### src/pkg/gct_pkg.sv
// Purpose: shared constants for the gated counter/timer pair
// Assumes: one system clock, all control bits arrive as plain ports
// Notes:   mode, prescale and synchroniser codes live here
//
// Functional notes
// - each timer runs 13-bit, 16-bit or 8-bit auto-reload, chosen by mode bits
// - the two timers are configured independently, except the shared prescale select field
// - five clock sources from fast-clock select bit and prescale select field
// - count is 16 bits, read and written as low and high bytes
// - counter operation increments once per falling edge on the event pin
// - event rates to a quarter of sysclk; source holds levels two cycles
// - 13-bit mode: high byte is top eight bits, low bits 4..0 bottom
// - 13-bit mode: wrap from all ones to zero sets the overflow flag
// - interrupt request when overflow flag and interrupt enable are both set
// - counter-select 1 counts event pin falls, 0 counts the internal clock
// - fast-clock select 1 uses sysclk, 0 uses the prescaled clock
// - count only when run and (gate disabled or gate input active)
// - timer 1 gates on second input; each gate has its own polarity bit
// - setting run does not clear the count; software preloads it
// - timer 1 uses its own bytes and control bits exactly like timer 0
// - 16-bit mode is like 13-bit mode but uses all sixteen bits
// - 8-bit mode: low byte counts, on wrap flag set and reload from high
// - 8-bit mode: the high-byte reload value is never changed by counting
package gct_pkg;
	localparam logic [1:0] MODE_13    = 2'h0;
	localparam logic [1:0] MODE_16    = 2'h1;
	localparam logic [1:0] MODE_8R    = 2'h2;
	localparam logic [1:0] MODE_SPLIT = 2'h3;

	localparam logic [1:0] PSC_DIV12  = 2'h0;
	localparam logic [1:0] PSC_DIV4   = 2'h1;
	localparam logic [1:0] PSC_DIV48  = 2'h2;
	localparam logic [1:0] PSC_EXT8   = 2'h3;

	localparam int         PSC_W      = 6;
	localparam logic [5:0] LIM_DIV12  = 6'h0b;
	localparam logic [5:0] LIM_DIV4   = 6'h03;
	localparam logic [5:0] LIM_DIV48  = 6'h2f;
	localparam logic [5:0] LIM_EXT8   = 6'h07;
	localparam logic [5:0] PSC_ONE    = 6'h01;
	localparam logic [5:0] PSC_RST    = 6'h00;

	localparam int         SYN_EVA    = 0;
	localparam int         SYN_EVB    = 1;
	localparam int         SYN_GTA    = 2;
	localparam int         SYN_GTB    = 3;
	localparam int         SYN_EXT    = 4;
	localparam int         SYN_N      = 5;
	localparam int         SYN_S1     = 0;
	localparam int         SYN_S2     = 1;
	localparam int         SYN_S3     = 2;
	localparam int         SYN_D      = 3;

	localparam int         LOW13_W    = 5;
	localparam logic [7:0] BYTE_RST   = 8'h00;
	localparam logic [7:0] BYTE_ONES  = 8'hff;
	localparam logic [4:0] LOW5_ONES  = 5'h1f;
	localparam logic [4:0] LOW5_ONE   = 5'h01;
	localparam logic [15:0] CNT_ONE   = 16'h0001;
	localparam logic [15:0] CNT_ZERO  = 16'h0000;
	localparam logic [15:0] CNT_ONES  = 16'hffff;
endpackage

### src/design/gct_channel.sv
// Purpose: one counter/timer channel: count bytes, overflow flag, irq
// Assumes: step_in is a one-cycle increment request already gated
// Notes:   software byte writes override counting in the same cycle
`timescale 1ns/10ps
module gct_channel (
	input  wire logic       clk_in,
	input  wire logic       rst_in,
	input  wire logic [1:0] mode_in,
	input  wire logic       step_in,
	input  wire logic       low_wr_in,
	input  wire logic       high_wr_in,
	input  wire logic [7:0] wr_data_in,
	input  wire logic       flag_clr_in,
	input  wire logic       irq_en_in,
	output logic      [7:0] low_byte_out,
	output logic      [7:0] high_byte_out,
	output logic            flag_out,
	output logic            irq_out
);
	typedef struct packed {
		logic [7:0] low;
		logic [7:0] high;
		logic       flag;
		logic       irq;
	} gct_chan_s;

	gct_chan_s st;
	gct_chan_s next_st;
	logic [15:0] sum;
	logic        wrap;

	function automatic logic [15:0] gct_incr(input logic [15:0] v);
		gct_incr = v + gct_pkg::CNT_ONE;
	endfunction

	always_comb begin
		next_st = st;
		wrap = 1'b0;
		sum = gct_pkg::CNT_ZERO;
		if (step_in) begin
			unique case (mode_in)
				gct_pkg::MODE_13: begin
					sum = gct_incr({3'h0, st.high, st.low[gct_pkg::LOW13_W-1:0]});
					next_st.low[gct_pkg::LOW13_W-1:0] = sum[gct_pkg::LOW13_W-1:0];
					next_st.high = sum[12:gct_pkg::LOW13_W];
					wrap = (st.high == gct_pkg::BYTE_ONES) &&
						(st.low[gct_pkg::LOW13_W-1:0] == gct_pkg::LOW5_ONES);
				end
				gct_pkg::MODE_16: begin
					sum = gct_incr({st.high, st.low});
					next_st.low = sum[7:0];
					next_st.high = sum[15:8];
					wrap = ({st.high, st.low} == gct_pkg::CNT_ONES);
				end
				gct_pkg::MODE_8R: begin
					sum = gct_incr({gct_pkg::BYTE_RST, st.low});
					wrap = (st.low == gct_pkg::BYTE_ONES);
					next_st.low = wrap ? st.high : sum[7:0];
				end
				gct_pkg::MODE_SPLIT: begin
					next_st = st;
				end
			endcase
		end
		if (low_wr_in) begin
			next_st.low = wr_data_in;
		end
		if (high_wr_in) begin
			next_st.high = wr_data_in;
		end
		if (flag_clr_in) begin
			next_st.flag = 1'b0;
		end
		if (wrap) begin
			next_st.flag = 1'b1;
		end
		next_st.irq = next_st.flag & irq_en_in;
	end

	always_ff @(posedge clk_in) begin
		if (rst_in) begin
			st <= '0;
		end else begin
			st <= next_st;
		end
	end

	assign low_byte_out  = st.low;
	assign high_byte_out = st.high;
	assign flag_out      = st.flag;
	assign irq_out       = st.irq;
endmodule

### src/design/gct_top.sv
// Purpose: two gated counter/timers with pin synchronisers and prescaler
// Assumes: all control bits are held by software on plain ports
// Notes:   mode 3 (split) holds the count; external osc divided by 8
`timescale 1ns/10ps
module gct_top (
	input  wire logic       ref_clk_in,
	input  wire logic       sys_rst_in,
	input  wire logic       event_pin_a_in,
	input  wire logic       event_pin_b_in,
	input  wire logic       gate_input_a_in,
	input  wire logic       gate_input_b_in,
	input  wire logic       gate_input_a_polarity_in,
	input  wire logic       gate_input_b_polarity_in,
	input  wire logic       ext_osc_in,
	input  wire logic [1:0] prescale_select_in,
	input  wire logic [1:0] timer0_mode_in,
	input  wire logic       timer0_counter_select_in,
	input  wire logic       timer0_gate_en_in,
	input  wire logic       timer0_run_in,
	input  wire logic       timer0_fastclk_sel_in,
	input  wire logic       timer0_irq_en_in,
	input  wire logic       timer0_low_wr_in,
	input  wire logic       timer0_high_wr_in,
	input  wire logic [7:0] timer0_wr_data_in,
	input  wire logic       timer0_flag_clr_in,
	input  wire logic [1:0] timer1_mode_in,
	input  wire logic       timer1_counter_select_in,
	input  wire logic       timer1_gate_en_in,
	input  wire logic       timer1_run_in,
	input  wire logic       timer1_fastclk_sel_in,
	input  wire logic       timer1_irq_en_in,
	input  wire logic       timer1_low_wr_in,
	input  wire logic       timer1_high_wr_in,
	input  wire logic [7:0] timer1_wr_data_in,
	input  wire logic       timer1_flag_clr_in,
	output logic      [7:0] timer0_low_byte_out,
	output logic      [7:0] timer0_high_byte_out,
	output logic            timer0_overflow_flag_out,
	output logic            timer0_irq_out,
	output logic      [7:0] timer1_low_byte_out,
	output logic      [7:0] timer1_high_byte_out,
	output logic            timer1_overflow_flag_out,
	output logic            timer1_irq_out
);
	typedef struct packed {
		logic [gct_pkg::SYN_N-1:0][gct_pkg::SYN_D-1:0] sync;
		logic [gct_pkg::SYN_N-1:0]                     level;
		logic [1:0]                                    fall;
		logic                                          ext_rise;
		logic [gct_pkg::PSC_W-1:0]                     presc_cnt;
		logic [1:0]                                    presc_sel;
		logic                                          presc_tick;
	} gct_top_s;

	gct_top_s st;
	gct_top_s next_st;

	logic [gct_pkg::SYN_N-1:0] pin_vec;
	logic                      gate_act_a;
	logic                      gate_act_b;
	logic                      step0;
	logic                      step1;
	logic                      presc_adv;
	logic [gct_pkg::PSC_W-1:0] presc_lim;
	logic [15:0]               t0_count;
	logic [15:0]               t1_count;
	logic [4:0]                t0_low5;
	logic [4:0]                t1_low5;
	logic                      t0_nowr;
	logic                      t1_nowr;

	function automatic logic [gct_pkg::PSC_W-1:0] gct_presc_limit(input logic [1:0] sel);
		unique case (sel)
			gct_pkg::PSC_DIV12: gct_presc_limit = gct_pkg::LIM_DIV12;
			gct_pkg::PSC_DIV4:  gct_presc_limit = gct_pkg::LIM_DIV4;
			gct_pkg::PSC_DIV48: gct_presc_limit = gct_pkg::LIM_DIV48;
			gct_pkg::PSC_EXT8:  gct_presc_limit = gct_pkg::LIM_EXT8;
		endcase
	endfunction

	function automatic logic gct_step(
		input logic run,
		input logic gate_en,
		input logic gate_act,
		input logic csel,
		input logic fast,
		input logic fall,
		input logic tick
	);
		gct_step = run && (!gate_en || gate_act) && (csel ? fall : (fast || tick));
	endfunction

	assign pin_vec = {ext_osc_in, gate_input_b_in, gate_input_a_in,
		event_pin_b_in, event_pin_a_in};

	always_comb begin
		next_st = st;
		presc_lim = gct_presc_limit(st.presc_sel);
		for (int i = 0; i < gct_pkg::SYN_N; i++) begin
			next_st.sync[i] = {st.sync[i][gct_pkg::SYN_S2:gct_pkg::SYN_S1], pin_vec[i]};
			if (st.sync[i][gct_pkg::SYN_S2] == st.sync[i][gct_pkg::SYN_S3]) begin
				next_st.level[i] = st.sync[i][gct_pkg::SYN_S3];
			end
		end
		next_st.fall[0] = st.level[gct_pkg::SYN_EVA] & ~next_st.level[gct_pkg::SYN_EVA];
		next_st.fall[1] = st.level[gct_pkg::SYN_EVB] & ~next_st.level[gct_pkg::SYN_EVB];
		next_st.ext_rise = ~st.level[gct_pkg::SYN_EXT] & next_st.level[gct_pkg::SYN_EXT];
		presc_adv = (st.presc_sel == gct_pkg::PSC_EXT8) ? st.ext_rise : 1'b1;
		next_st.presc_sel = prescale_select_in;
		next_st.presc_tick = 1'b0;
		if (prescale_select_in != st.presc_sel) begin
			next_st.presc_cnt = gct_pkg::PSC_RST;
		end else if (presc_adv) begin
			if (st.presc_cnt == presc_lim) begin
				next_st.presc_cnt = gct_pkg::PSC_RST;
				next_st.presc_tick = 1'b1;
			end else begin
				next_st.presc_cnt = st.presc_cnt + gct_pkg::PSC_ONE;
			end
		end
	end

	always_ff @(posedge ref_clk_in) begin
		if (sys_rst_in) begin
			st <= '0;
		end else begin
			st <= next_st;
		end
	end

	assign gate_act_a = (st.level[gct_pkg::SYN_GTA] == gate_input_a_polarity_in);
	assign gate_act_b = (st.level[gct_pkg::SYN_GTB] == gate_input_b_polarity_in);

	assign step0 = gct_step(timer0_run_in, timer0_gate_en_in, gate_act_a,
		timer0_counter_select_in, timer0_fastclk_sel_in, st.fall[0], st.presc_tick);
	assign step1 = gct_step(timer1_run_in, timer1_gate_en_in, gate_act_b,
		timer1_counter_select_in, timer1_fastclk_sel_in, st.fall[1], st.presc_tick);

	gct_channel u_timer0 (
		.clk_in        (ref_clk_in),
		.rst_in        (sys_rst_in),
		.mode_in       (timer0_mode_in),
		.step_in       (step0),
		.low_wr_in     (timer0_low_wr_in),
		.high_wr_in    (timer0_high_wr_in),
		.wr_data_in    (timer0_wr_data_in),
		.flag_clr_in   (timer0_flag_clr_in),
		.irq_en_in     (timer0_irq_en_in),
		.low_byte_out  (timer0_low_byte_out),
		.high_byte_out (timer0_high_byte_out),
		.flag_out      (timer0_overflow_flag_out),
		.irq_out       (timer0_irq_out)
	);

	gct_channel u_timer1 (
		.clk_in        (ref_clk_in),
		.rst_in        (sys_rst_in),
		.mode_in       (timer1_mode_in),
		.step_in       (step1),
		.low_wr_in     (timer1_low_wr_in),
		.high_wr_in    (timer1_high_wr_in),
		.wr_data_in    (timer1_wr_data_in),
		.flag_clr_in   (timer1_flag_clr_in),
		.irq_en_in     (timer1_irq_en_in),
		.low_byte_out  (timer1_low_byte_out),
		.high_byte_out (timer1_high_byte_out),
		.flag_out      (timer1_overflow_flag_out),
		.irq_out       (timer1_irq_out)
	);

	// helper views for the checks below
	assign t0_count = {timer0_high_byte_out, timer0_low_byte_out};
	assign t1_count = {timer1_high_byte_out, timer1_low_byte_out};
	assign t0_low5  = timer0_low_byte_out[gct_pkg::LOW13_W-1:0];
	assign t1_low5  = timer1_low_byte_out[gct_pkg::LOW13_W-1:0];
	assign t0_nowr  = !timer0_low_wr_in && !timer0_high_wr_in;
	assign t1_nowr  = !timer1_low_wr_in && !timer1_high_wr_in;
endmodule

### config.mk
export PLATFORM = sky130hd
export DESIGN_NAME = gct_top
export DESIGN_NICKNAME = d
export VERILOG_FILES = /design/src/pkg/gct_pkg.sv /design/src/design/gct_channel.sv /design/src/design/gct_top.sv
export SDC_FILE = /design/constraint.sdc
export NUM_CORES = 1
export LEC_CHECK = 0
export BUFFER_PORTS_ARGS = -buffer_cell sky130_fd_sc_hd__clkbuf_2
export CAP_MARGIN = 10
export CORE_ASPECT_RATIO = 0.8
export CORE_MARGIN = 3
export CORE_UTILIZATION = 59
export CTS_CLUSTER_DIAMETER = 30
export CTS_CLUSTER_SIZE = 8
export DETAILED_ROUTE_END_ITERATION = 12
export PLACE_DENSITY_LB_ADDON = 0.1
export SYNTH_ARGS = -nofsm -noshare
export SYNTH_HDL_FRONTEND = slang
export SYNTH_SLANG_ARGS = --single-unit
export TNS_END_PERCENT = 30
### constraint.sdc
create_clock -name ref_clk_in -period 4.77 [get_ports ref_clk_in]
set_clock_uncertainty 0.05 [all_clocks]
set_input_delay 0.7155 -clock ref_clk_in [delete_from_list [all_inputs] [get_ports ref_clk_in]]
set_output_delay 0.7155 -clock ref_clk_in [all_outputs]
set_load 0.03 [all_outputs]
==> impl_metrics.json, run 1 <==
{
  "r2r-end": "u_timer1.high_byte_out[0]",
  "fin_crit_sh_pct": 46.8,
  "totalWireLength_um": 9970,
  "grtUsageTotal_pct": 28.0,
  "setup.worst_path.start_class": "register",
  "grt_max_degree": 34,
  "postCtsHoldBufs": 0,
  "cap_violations": 0,
  "syn_inst": 441,
  "syn_area_um2": 3760,
  "synth_seq_cells": 68,
  "cp.arrival_ns": 2.43,
  "hold_violations": 0,
  "antenna_found_initial": 0,
  "layout_common_cells": "clkbuf_2 (82), dfxtp_1 (68), a21oi_1 (35)",
  "finalWorstSetupSlack_ns": 2.54,
  "ir_drop_mv": 0.190,
  "ios": 83,
  "r2r_slack_ns": 2.54,
  "min_from": "st[22]",
  "syn_nets": 503,
  "wl_per_cell_um": 16.5,
  "min_path_cells": 1,
  "dieArea_um2": 7370,
  "antenna_cells": 0,
  "die-height_um": 77.4,
  "final_common_cell": "clkbuf_2",
  "pre_cts_ws_ns": 2.21,
  "max_freq_mhz": 448,
  "rsz0062_at_grt": "no",
  "outcome": "finished, final reports clean",
  "avgSynthCellArea_um2": 8.53,
  "vias": 3608,
  "holdPathEnd": "st[11]",
  "start_util_pct": 62.3,
  "cts-root-buf": "clkbuf_8",
  "ys_seq_area_share_pct": 36.2,
  "clock_latency_ns": 0.35,
  "grt_pass1_wl_um": 16300,
  "yosysWarnings": 0,
  "finalSetupViolations": 0,
  "antenna_left": 0,
  "clock_sinks": 68,
  "grt_util_met1_pct": 40.8,
  "ctsHtreeMaxLevel": 3,
  "fp.dieW_um": 95.3,
  "vias_per_cell": 5.97,
  "reg2regPathDepth": 6,
  "crit_fanout": 8,
  "endpoint_kind": "register",
  "max-slew-margin-rel_pct": 51.4,
  "rows": 25,
  "fillCellCount": 464,
  "drc": 0,
  "place_congestion": 0.908,
  "crit-reg2reg-launch": "u_timer1.low_byte_out[1]",
  "grt_most_used_layer": "met1",
  "slew_violations": 0,
  "ctsResizeCount": 0,
  "yosysTopAreaCellShare_pct": 36.2,
  "grt_util_met2_pct": 39.6,
  "place.port_buffers": 82,
  "clock_path_buffers": 2,
  "setup_tns_ns": 0,
  "drt_iter0_drc": 271,
  "total_leakage_power_uw": 0.00177,
  "synth_area_leaders": "dfxtp_1 (36%), ha_1 (5.0%), a21oi_1 (4.7%)",
  "async_flop_share_pct": 0,
  "use_met3_pct": 7.85,
  "grt_pass1_vias": 3314,
  "cts_tree": "yes",
  "cp.required_ns": 4.97,
  "grt_overflow": 0,
  "finalNetCount": 580,
  "cts.clk_slew.worst_paths_ns": 0.08,
  "power.density_nw_per_um2": 301,
  "final_util_pct": 72.6,
  "synth_cell_types": 68,
  "dp_hpwl_um": 7380,
  "numCtsBuffers": 9,
  "fin_crit_ns": 2.23,
  "hp-class": "register to register",
  "design.core.area_um2": 6040,
  "tightest_slew_ns": 0.728,
  "hold_ws_ns": 0.365,
  "synth_ff_type": "dfxtp_1",
  "cts_setup_buffers": 0,
  "crit_type": "register to register",
  "yosysTopAreaCell": "dfxtp_1",
  "synth_edf_count": 0,
  "area_delta_synth_final_pct": 16.6,
  "drive_gt1_share_pct": 21.8,
  "firstDrtPassIters": 6
}
-- how the worst max path moves through the flow --
stage	slack (ns)	cells past startpoint	start	endpoint
4_1_cts	2.59	8	timer0_mode_in[1]	u_timer0.high_byte_out[3]
3_5_place_dp	2.21	8	timer0_mode_in[1]	u_timer0.high_byte_out[3]
3_3_place_gp	2.33	8	timer0_mode_in[1]	u_timer0.high_byte_out[3]
6_report	2.54	6	u_timer1.low_byte_out[1]	u_timer1.high_byte_out[0]
5_1_grt	2.38	5	u_timer0.low_byte_out[2]	u_timer0.high_byte_out[3]
2_1_floorplan	2.50	8	timer0_mode_in[1]	u_timer0.high_byte_out[3]
-- Yosys cell counts (4+ instances only) --
master	n
o31ai_1	7
nor4_1	6
mux2i_1	6
o211ai_1	5
nand2_1	34
a21oi_1	35
nor2_1	24
nor2b_1	18
inv_1	19
ha_1	15
o31a_1	4
and4_1	4
and3_1	6
xor2_1	8
a211oi_1	5
o21ai_0	20
o21a_1	8
dfxtp_1	68
nand2b_1	7
a22oi_1	5
buf_1	4
and2_1	4
nor3b_1	5
xnor2_1	12
nor3_1	17
nand4_1	10
o221ai_1	4
nand3_1	17
clkbuf_1	7
-- cells by family (layout without fill, tap and decap cells) --
kind of cell	count (synthesis)	in the layout	share of synthesized area [%]
buffers and inverters	37	119	4.52
adders and majority gates	15	15	4.99
muxes	6	6	1.60
AOI/OAI and AO/OA	122	122	22.2
and+or+nand+nor	172	172	25.4
DFF	68	68	36.2
xor gates and xnor gates	21	21	5.09
-- state kept, by name (all words and copies together), names as in the netlist --
signal / count
next_st: 10
st: 22
u_timer0.flag_out: 1
u_timer0.high_byte_out: 8
u_timer0.irq_out: 1
u_timer0.low_byte_out: 8
u_timer1.flag_out: 1
u_timer1.high_byte_out: 8
u_timer1.irq_out: 1
u_timer1.low_byte_out: 8
-- cell type report --
class | count | area (um2) | area share [%]
Tap cell | 81 | 101 | 2.31
Timing Repair Buffer | 83 | 418 | 9.53
Inverter | 20 | 75.1 | 1.71
Clock buffer | 9 | 124 | 2.83
Clock inverter | 7 | 75.1 | 1.71
Multi-Input combinational cell | 336 | 2230 | 50.9
Sequential cell | 68 | 1360 | 31.1
-- through the flow --
| step | cell area [um2] | instances | power (uW) |
|---|---|---|---|
| global placement | 4190 | 588 | 842 |
| floorplan | 3760 | 441 | 773 |
| global route | 4380 | 604 | 1380 |
| detailed placement | 4190 | 588 | 846 |
| CTS | 4380 | 604 | 1330 |
| finish | 4380 | 604 | 1320 |
-- layer usage --
metal,wire length (um),up-vias
met2,4280,163
met1,4650,1644
met3,883,20
met5,0,-
met4,152,0
li1,-,1781
-- report_power, final --
part / internal [uW] / switching, uW / total [uW]
logic: 75.3 / 127 / 202
registers: 593 / 41.4 / 635
clock network: 244 / 240 / 484
-- worst max-delay path, cell delays in order (launching register included) --
cell and delay, ns:
dfxtp_1 0.53, ha_1 0.30, and4_1 0.34, nand3_1 0.23
a21oi_1 0.31, xnor2_1 0.11, a211oi_1 0.25
(Power assumes the default switching activity.)
==> run 2, diff against run 1 <==
- ABC_AREA: default -> 1
- CORE_UTILIZATION: 59 -> 50
- clock period: 4.77 -> 2 ns (I/O delays scaled with it)
==> impl_metrics.json, run 2 <==
{
  "total_leakage_power_uw": 0.00244,
  "max_freq_mhz": 552,
  "place.port_buffers": 82,
  "setup.worst_path.start_class": "register",
  "cp.required_ns": 2.25,
  "syn_inst": 648,
  "setup_tns_ns": 0,
  "totalWireLength_um": 11500,
  "crit_type": "register to register",
  "area_delta_synth_final_pct": 18.3,
  "grt_overflow": 0,
  "finalWorstSetupSlack_ns": 0.189,
  "numCtsBuffers": 9,
  "wl_met1_um": 5680,
  "rsz0062_at_grt": "no",
  "ios": 83,
  "hold_violations": 0,
  "dp_hpwl_um": 8770,
  "clock_path_buffers": 2,
  "synth.most_common_cell": "nand2_1",
  "dieArea_um2": 9550,
  "power.density_nw_per_um2": 656,
  "finalNetCount": 800,
  "drc": 0,
  "cts_tree": "yes",
  "antenna_found_initial": 0,
  "finalSetupViolations": 0,
  "clock_latency_ns": 0.36,
  "ctsHtreeMaxLevel": 3,
  "syn_nets": 710,
  "largest_reg_flops": 22,
  "postCtsHoldBufs": 0,
  "cts.clk_slew.worst_paths_ns": 0.09,
  "outcome": "finished, final reports clean",
  "tightest_slew_ns": 0.559,
  "grtUsageTotal_pct": 25.1,
  "firstDrtPassIters": 5,
  "design.core.area_um2": 8060,
  "wl_per_cell_um": 13.5,
  "ys_seq_area_share_pct": 32.4,
  "fillCellCount": 788,
  "synth_cell_types": 37,
  "synth_ff_type": "dfxtp_1",
  "avgSynthCellArea_um2": 6.48,
  "pre_cts_ws_ns": 0.159,
  "synth_edf_count": 0,
  "fp.dieW_um": 108,
  "fin_crit_sh_pct": 90.5,
  "final_common_cell": "nand2_1",
  "slew_violations": 0,
  "max-slew-margin-rel_pct": 62.7,
  "cts_setup_buffers": 0,
  "grt_max_degree": 47,
  "endpoint_kind": "register",
  "wl_met2_um": 4680,
  "rows": 29,
  "drive_gt1_share_pct": 19.4,
  "grt_pass1_wl_um": 19000,
  "regMostFlops": "st",
  "synth_area_leaders": "dfxtp_1 (32%), nand2_1 (12%), nor2_1 (8.7%)",
  "cp.arrival_ns": 2.06,
  "start_util_pct": 52.2,
  "async_flop_share_pct": 0,
  "vias_per_cell": 5.17,
  "cts-root-buf": "clkbuf_8",
  "fin_crit_ns": 1.81,
  "antenna_cells": 0,
  "yosysWarnings": 0,
  "crit_fanout": 8,
  "layout_common_cells": "nand2_1 (139), nor2_1 (97), inv_1 (89)",
  "grt_pass1_vias": 4001,
  "vias": 4402,
  "cap_violations": 0,
  "die-height_um": 88.0,
  "place_congestion": 0.954,
  "synth_common_cells": "nand2_1 (139), nor2_1 (97), inv_1 (89), dfxtp_1 (68), nand3_1 (56)",
  "yosysTopAreaCellShare_pct": 32.4,
  "synth_seq_cells": 68,
  "ctsResizeCount": 0,
  "syn_area_um2": 4200,
  "drt_iter0_drc": 318,
  "wl_met3_um": 936,
  "antenna_left": 0,
  "yosysTopAreaCell": "dfxtp_1",
  "ir_drop_mv": 0.425,
  "clock_sinks": 68,
  "top_layer": "met4",
  "hp-class": "input pin to register"
}
[run 2: changes by cell type after synthesis, moves of 8 or more]
cell,before,now
o21ai_0,20,38
a21oi_1,35,44
nand3_1,17,56
nor2b_1,18,0
nor3_1,17,8
nand2_2,0,9
nand2_1,34,139
nor2_1,24,97
o21a_1,8,0
inv_1,19,89
[run 2: layout make-up]
class                   instances  area [um2]  area share [%]
well taps                     108         135            2.72
clock inverters                 7        81.3            1.64
repair buffers                 90         470            9.47
clock buffers                   9         124            2.49
inverters                      92         348            7.00
flip-flops and latches         68        1360            27.4
multi-input cells             477        2450            49.3
[run 2: metrics by stage]
stage	hold WS [ns]	util [%]	instances	power (uW)	cell area [um2]
after floorplan	0.338	-	648	1880	4200
after detailed placement	0.344	59.1	835	2080	4760
after global routing	0.0725	61.7	851	3440	4970
after global placement	0.339	59.1	835	2070	4760
final	0.0694	61.7	851	3260	4970
after CTS	0.0550	61.7	851	3300	4970
[run 2: metal layers]
layer	vias to the layer above	GRT usage, %
met1	1980	37.1
li1	2255	-
met2	149	36.1
met3	18	5.60
met4	0	8.03
met5	-	0
[run 2: cell families after synthesis]
logic type,after synthesis,synth area share (%)
AOI/OAI and AO/OA,96,12.4
xor gates and xnor gates,13,2.71
adders and majority gates,15,4.47
buffers and inverters,103,9.29
DFF,68,32.4
muxes,1,0.238
and+or+nand+nor,352,38.5
[run 2: worst paths after layout]
kind / depth (start not counted) / slack [ns] / startpoint / end
worst max-delay path: 12 / 0.19 / u_timer1.low_byte_out[0] / u_timer1.irq_out
worst min-delay path: 3 / 0.07 / event_pin_b_in / next_st[21]
worst max register to register: 12 / 0.19 / u_timer1.low_byte_out[0] / u_timer1.irq_out
worst min register to register: 2 / 0.36 / next_st[21] / next_st[22]
[run 2: where the power goes]
| part | internal, uW | switching [uW] | total [uW] |
|---|---|---|---|
| Clock | 593 | 612 | 1210 |
| Sequential | 1410 | 75.9 | 1490 |
| Combinational | 196 | 373 | 569 |
| Total | 2200 | 1060 | 3260 |
[run 2: worst max-delay path: stages, from the launching register on]
cell and delay (ns):
dfxtp_1 0.42, ha_1 0.23, nand2_2 0.09, nor2_4 0.23
ha_1 0.20, nand2_1 0.05, nand2_1 0.07, nand3_1 0.07
nand2_1 0.10, nand2_1 0.07, nand2_1 0.06, nand2_1 0.05
nor2_1 0.07
==> run 3, diff against run 2 <==
- CORE_ASPECT_RATIO: 0.8 -> default
==> impl_metrics.json, run 3 (synthesis results as in run 2) <==
{
  "outcome": "finished, final reports clean",
  "finalNetCount": 800,
  "hold_violations": 0,
  "ctsResizeCount": 0,
  "cp.arrival_ns": 2.05,
  "vias_per_cell": 5.30,
  "totalWireLength_um": 11200,
  "setup_tns_ns": 0,
  "total_leakage_power_uw": 0.00244,
  "clock_path_buffers": 2,
  "die-height_um": 97.7,
  "dp_hpwl_um": 8570,
  "cts_tree": "yes",
  "cts.clk_slew.worst_paths_ns": 0.10,
  "ctsHtreeMaxLevel": 3,
  "postLayoutCellArea_um2": 4960,
  "antenna_cells": 0,
  "finalSetupViolations": 0,
  "rows": 32,
  "start_util_pct": 53.0,
  "cap_violations": 0,
  "finalWorstSetupSlack_ns": 0.183,
  "endpoint_kind": "register",
  "firstDrtPassIters": 5,
  "critPathTopFamily": "simple AND/OR/NAND/NOR gates",
  "cpMostUsedCell": "nand2_1",
  "drt_iter0_drc": 258,
  "cts_setup_buffers": 0,
  "pre_cts_ws_ns": 0.143,
  "tightest_slew_ns": 0.527,
  "layout_common_cells": "nand2_1 (139), nor2_1 (97), inv_1 (89)",
  "vias": 4482,
  "antenna_found_initial": 0,
  "worstSetupStartpoint": "u_timer1.low_byte_out[1]",
  "max_freq_mhz": 550,
  "min_from": "gate_input_b_in",
  "slowest_stage": "dfxtp_1",
  "ir_drop_mv": 0.490,
  "largest_reg_flops": 22,
  "setup.worst_path.start_class": "register",
  "place_congestion": 0.948,
  "path_cells": "ha_1 > nand2_2 > nor2_4 > ha_1 > nand2_1 > nand2_1 > nand3_1 > nand2_1 > nand2_1 > nand2_1 > nand2_1 > nor2_1",
  "max-slew-margin-rel_pct": 64.8,
  "grt_pass1_wl_um": 18800,
  "fin_crit_sh_pct": 90.9,
  "placed_cell_area_um2": 4760,
  "fp.dieW_um": 97.7,
  "power.density_nw_per_um2": 656,
  "place.port_buffers": 82,
  "hp-class": "input pin to register",
  "grt_pass1_vias": 4156,
  "grtUsageTotal_pct": 23.5,
  "slew_violations": 0,
  "regMostFlops": "st",
  "clock_latency_ns": 0.36,
  "crit_type": "register to register",
  "wl_per_cell_um": 13.2,
  "drc": 0,
  "postCtsHoldBufs": 0,
  "rsz0062_at_grt": "no",
  "crit-reg2reg-launch": "u_timer1.low_byte_out[1]",
  "crit_fanout": 8,
  "grt_max_degree": 47,
  "design.core.area_um2": 7930,
  "path_buf_inv": 0,
  "fin_crit_ns": 1.82,
  "ios": 83,
  "numCtsBuffers": 9,
  "antenna_left": 0,
  "cp.required_ns": 2.24,
  "clock_sinks": 68,
  "grt_overflow": 0,
  "max_stage_delay_ns": 0.39,
  "dieArea_um2": 9540,
  "area_delta_synth_final_pct": 18.1,
  "final_common_cell": "nand2_1",
  "fillCellCount": 798,
  "drive_gt1_share_pct": 19.4,
  "cts-root-buf": "clkbuf_8"
}
## run 3: cell counts in the layout (fill, tap and decap cells not counted)
No cell type changed its count.
## run 3: layout make-up
class	instances	area, um2	area share, %
sequential	68	1360	27.4
tap	102	128	2.57
clock buffer	9	124	2.50
inverter	92	348	7.01
timing repair buffer	90	470	9.48
multi-input combinational	477	2450	49.4
clock inverter	7	81.3	1.64
## run 3: routing by layer
layer  global-route usage [%]  share of wire, %
met1                     31.8                46
met2                     38.0                45
met3                     4.45               7.6
met4                     6.92              0.91
met5                        0                 0
## run 3: worst min-delay path: stages
cell and delay, ns:
clkbuf_2 0.08, inv_1 0.04, nor2_1 0.03
## run 3: final timing paths
kind                 endpoint  slack (ns)  depth (start not counted)
max          u_timer1.irq_out        0.18                         12
min               next_st[27]        0.08                          3
max reg2reg  u_timer1.irq_out        0.18                         12
min reg2reg       next_st[19]        0.36                          2
## run 3: where the power goes
part           leakage, uW  total (uW)  internal (uW)  switching [uW]
registers         0.000557        1490           1410            72.4
clock network     0.000101        1200            593             606
logic              0.00178         571            197             374
total              0.00244        3260           2200            1050
## run 3: through the flow
stage / util (%) / power (uW) / hold slack (ns) / instances
after global placement: 60.0 / 2070 / 0.341 / 829
final: 62.6 / 3260 / 0.0811 / 845
after CTS: 62.6 / 3270 / 0.0716 / 845
after global routing: 62.6 / 3410 / 0.0900 / 845
after floorplan: - / 1880 / 0.338 / 648
after detailed placement: 60.0 / 2080 / 0.349 / 829
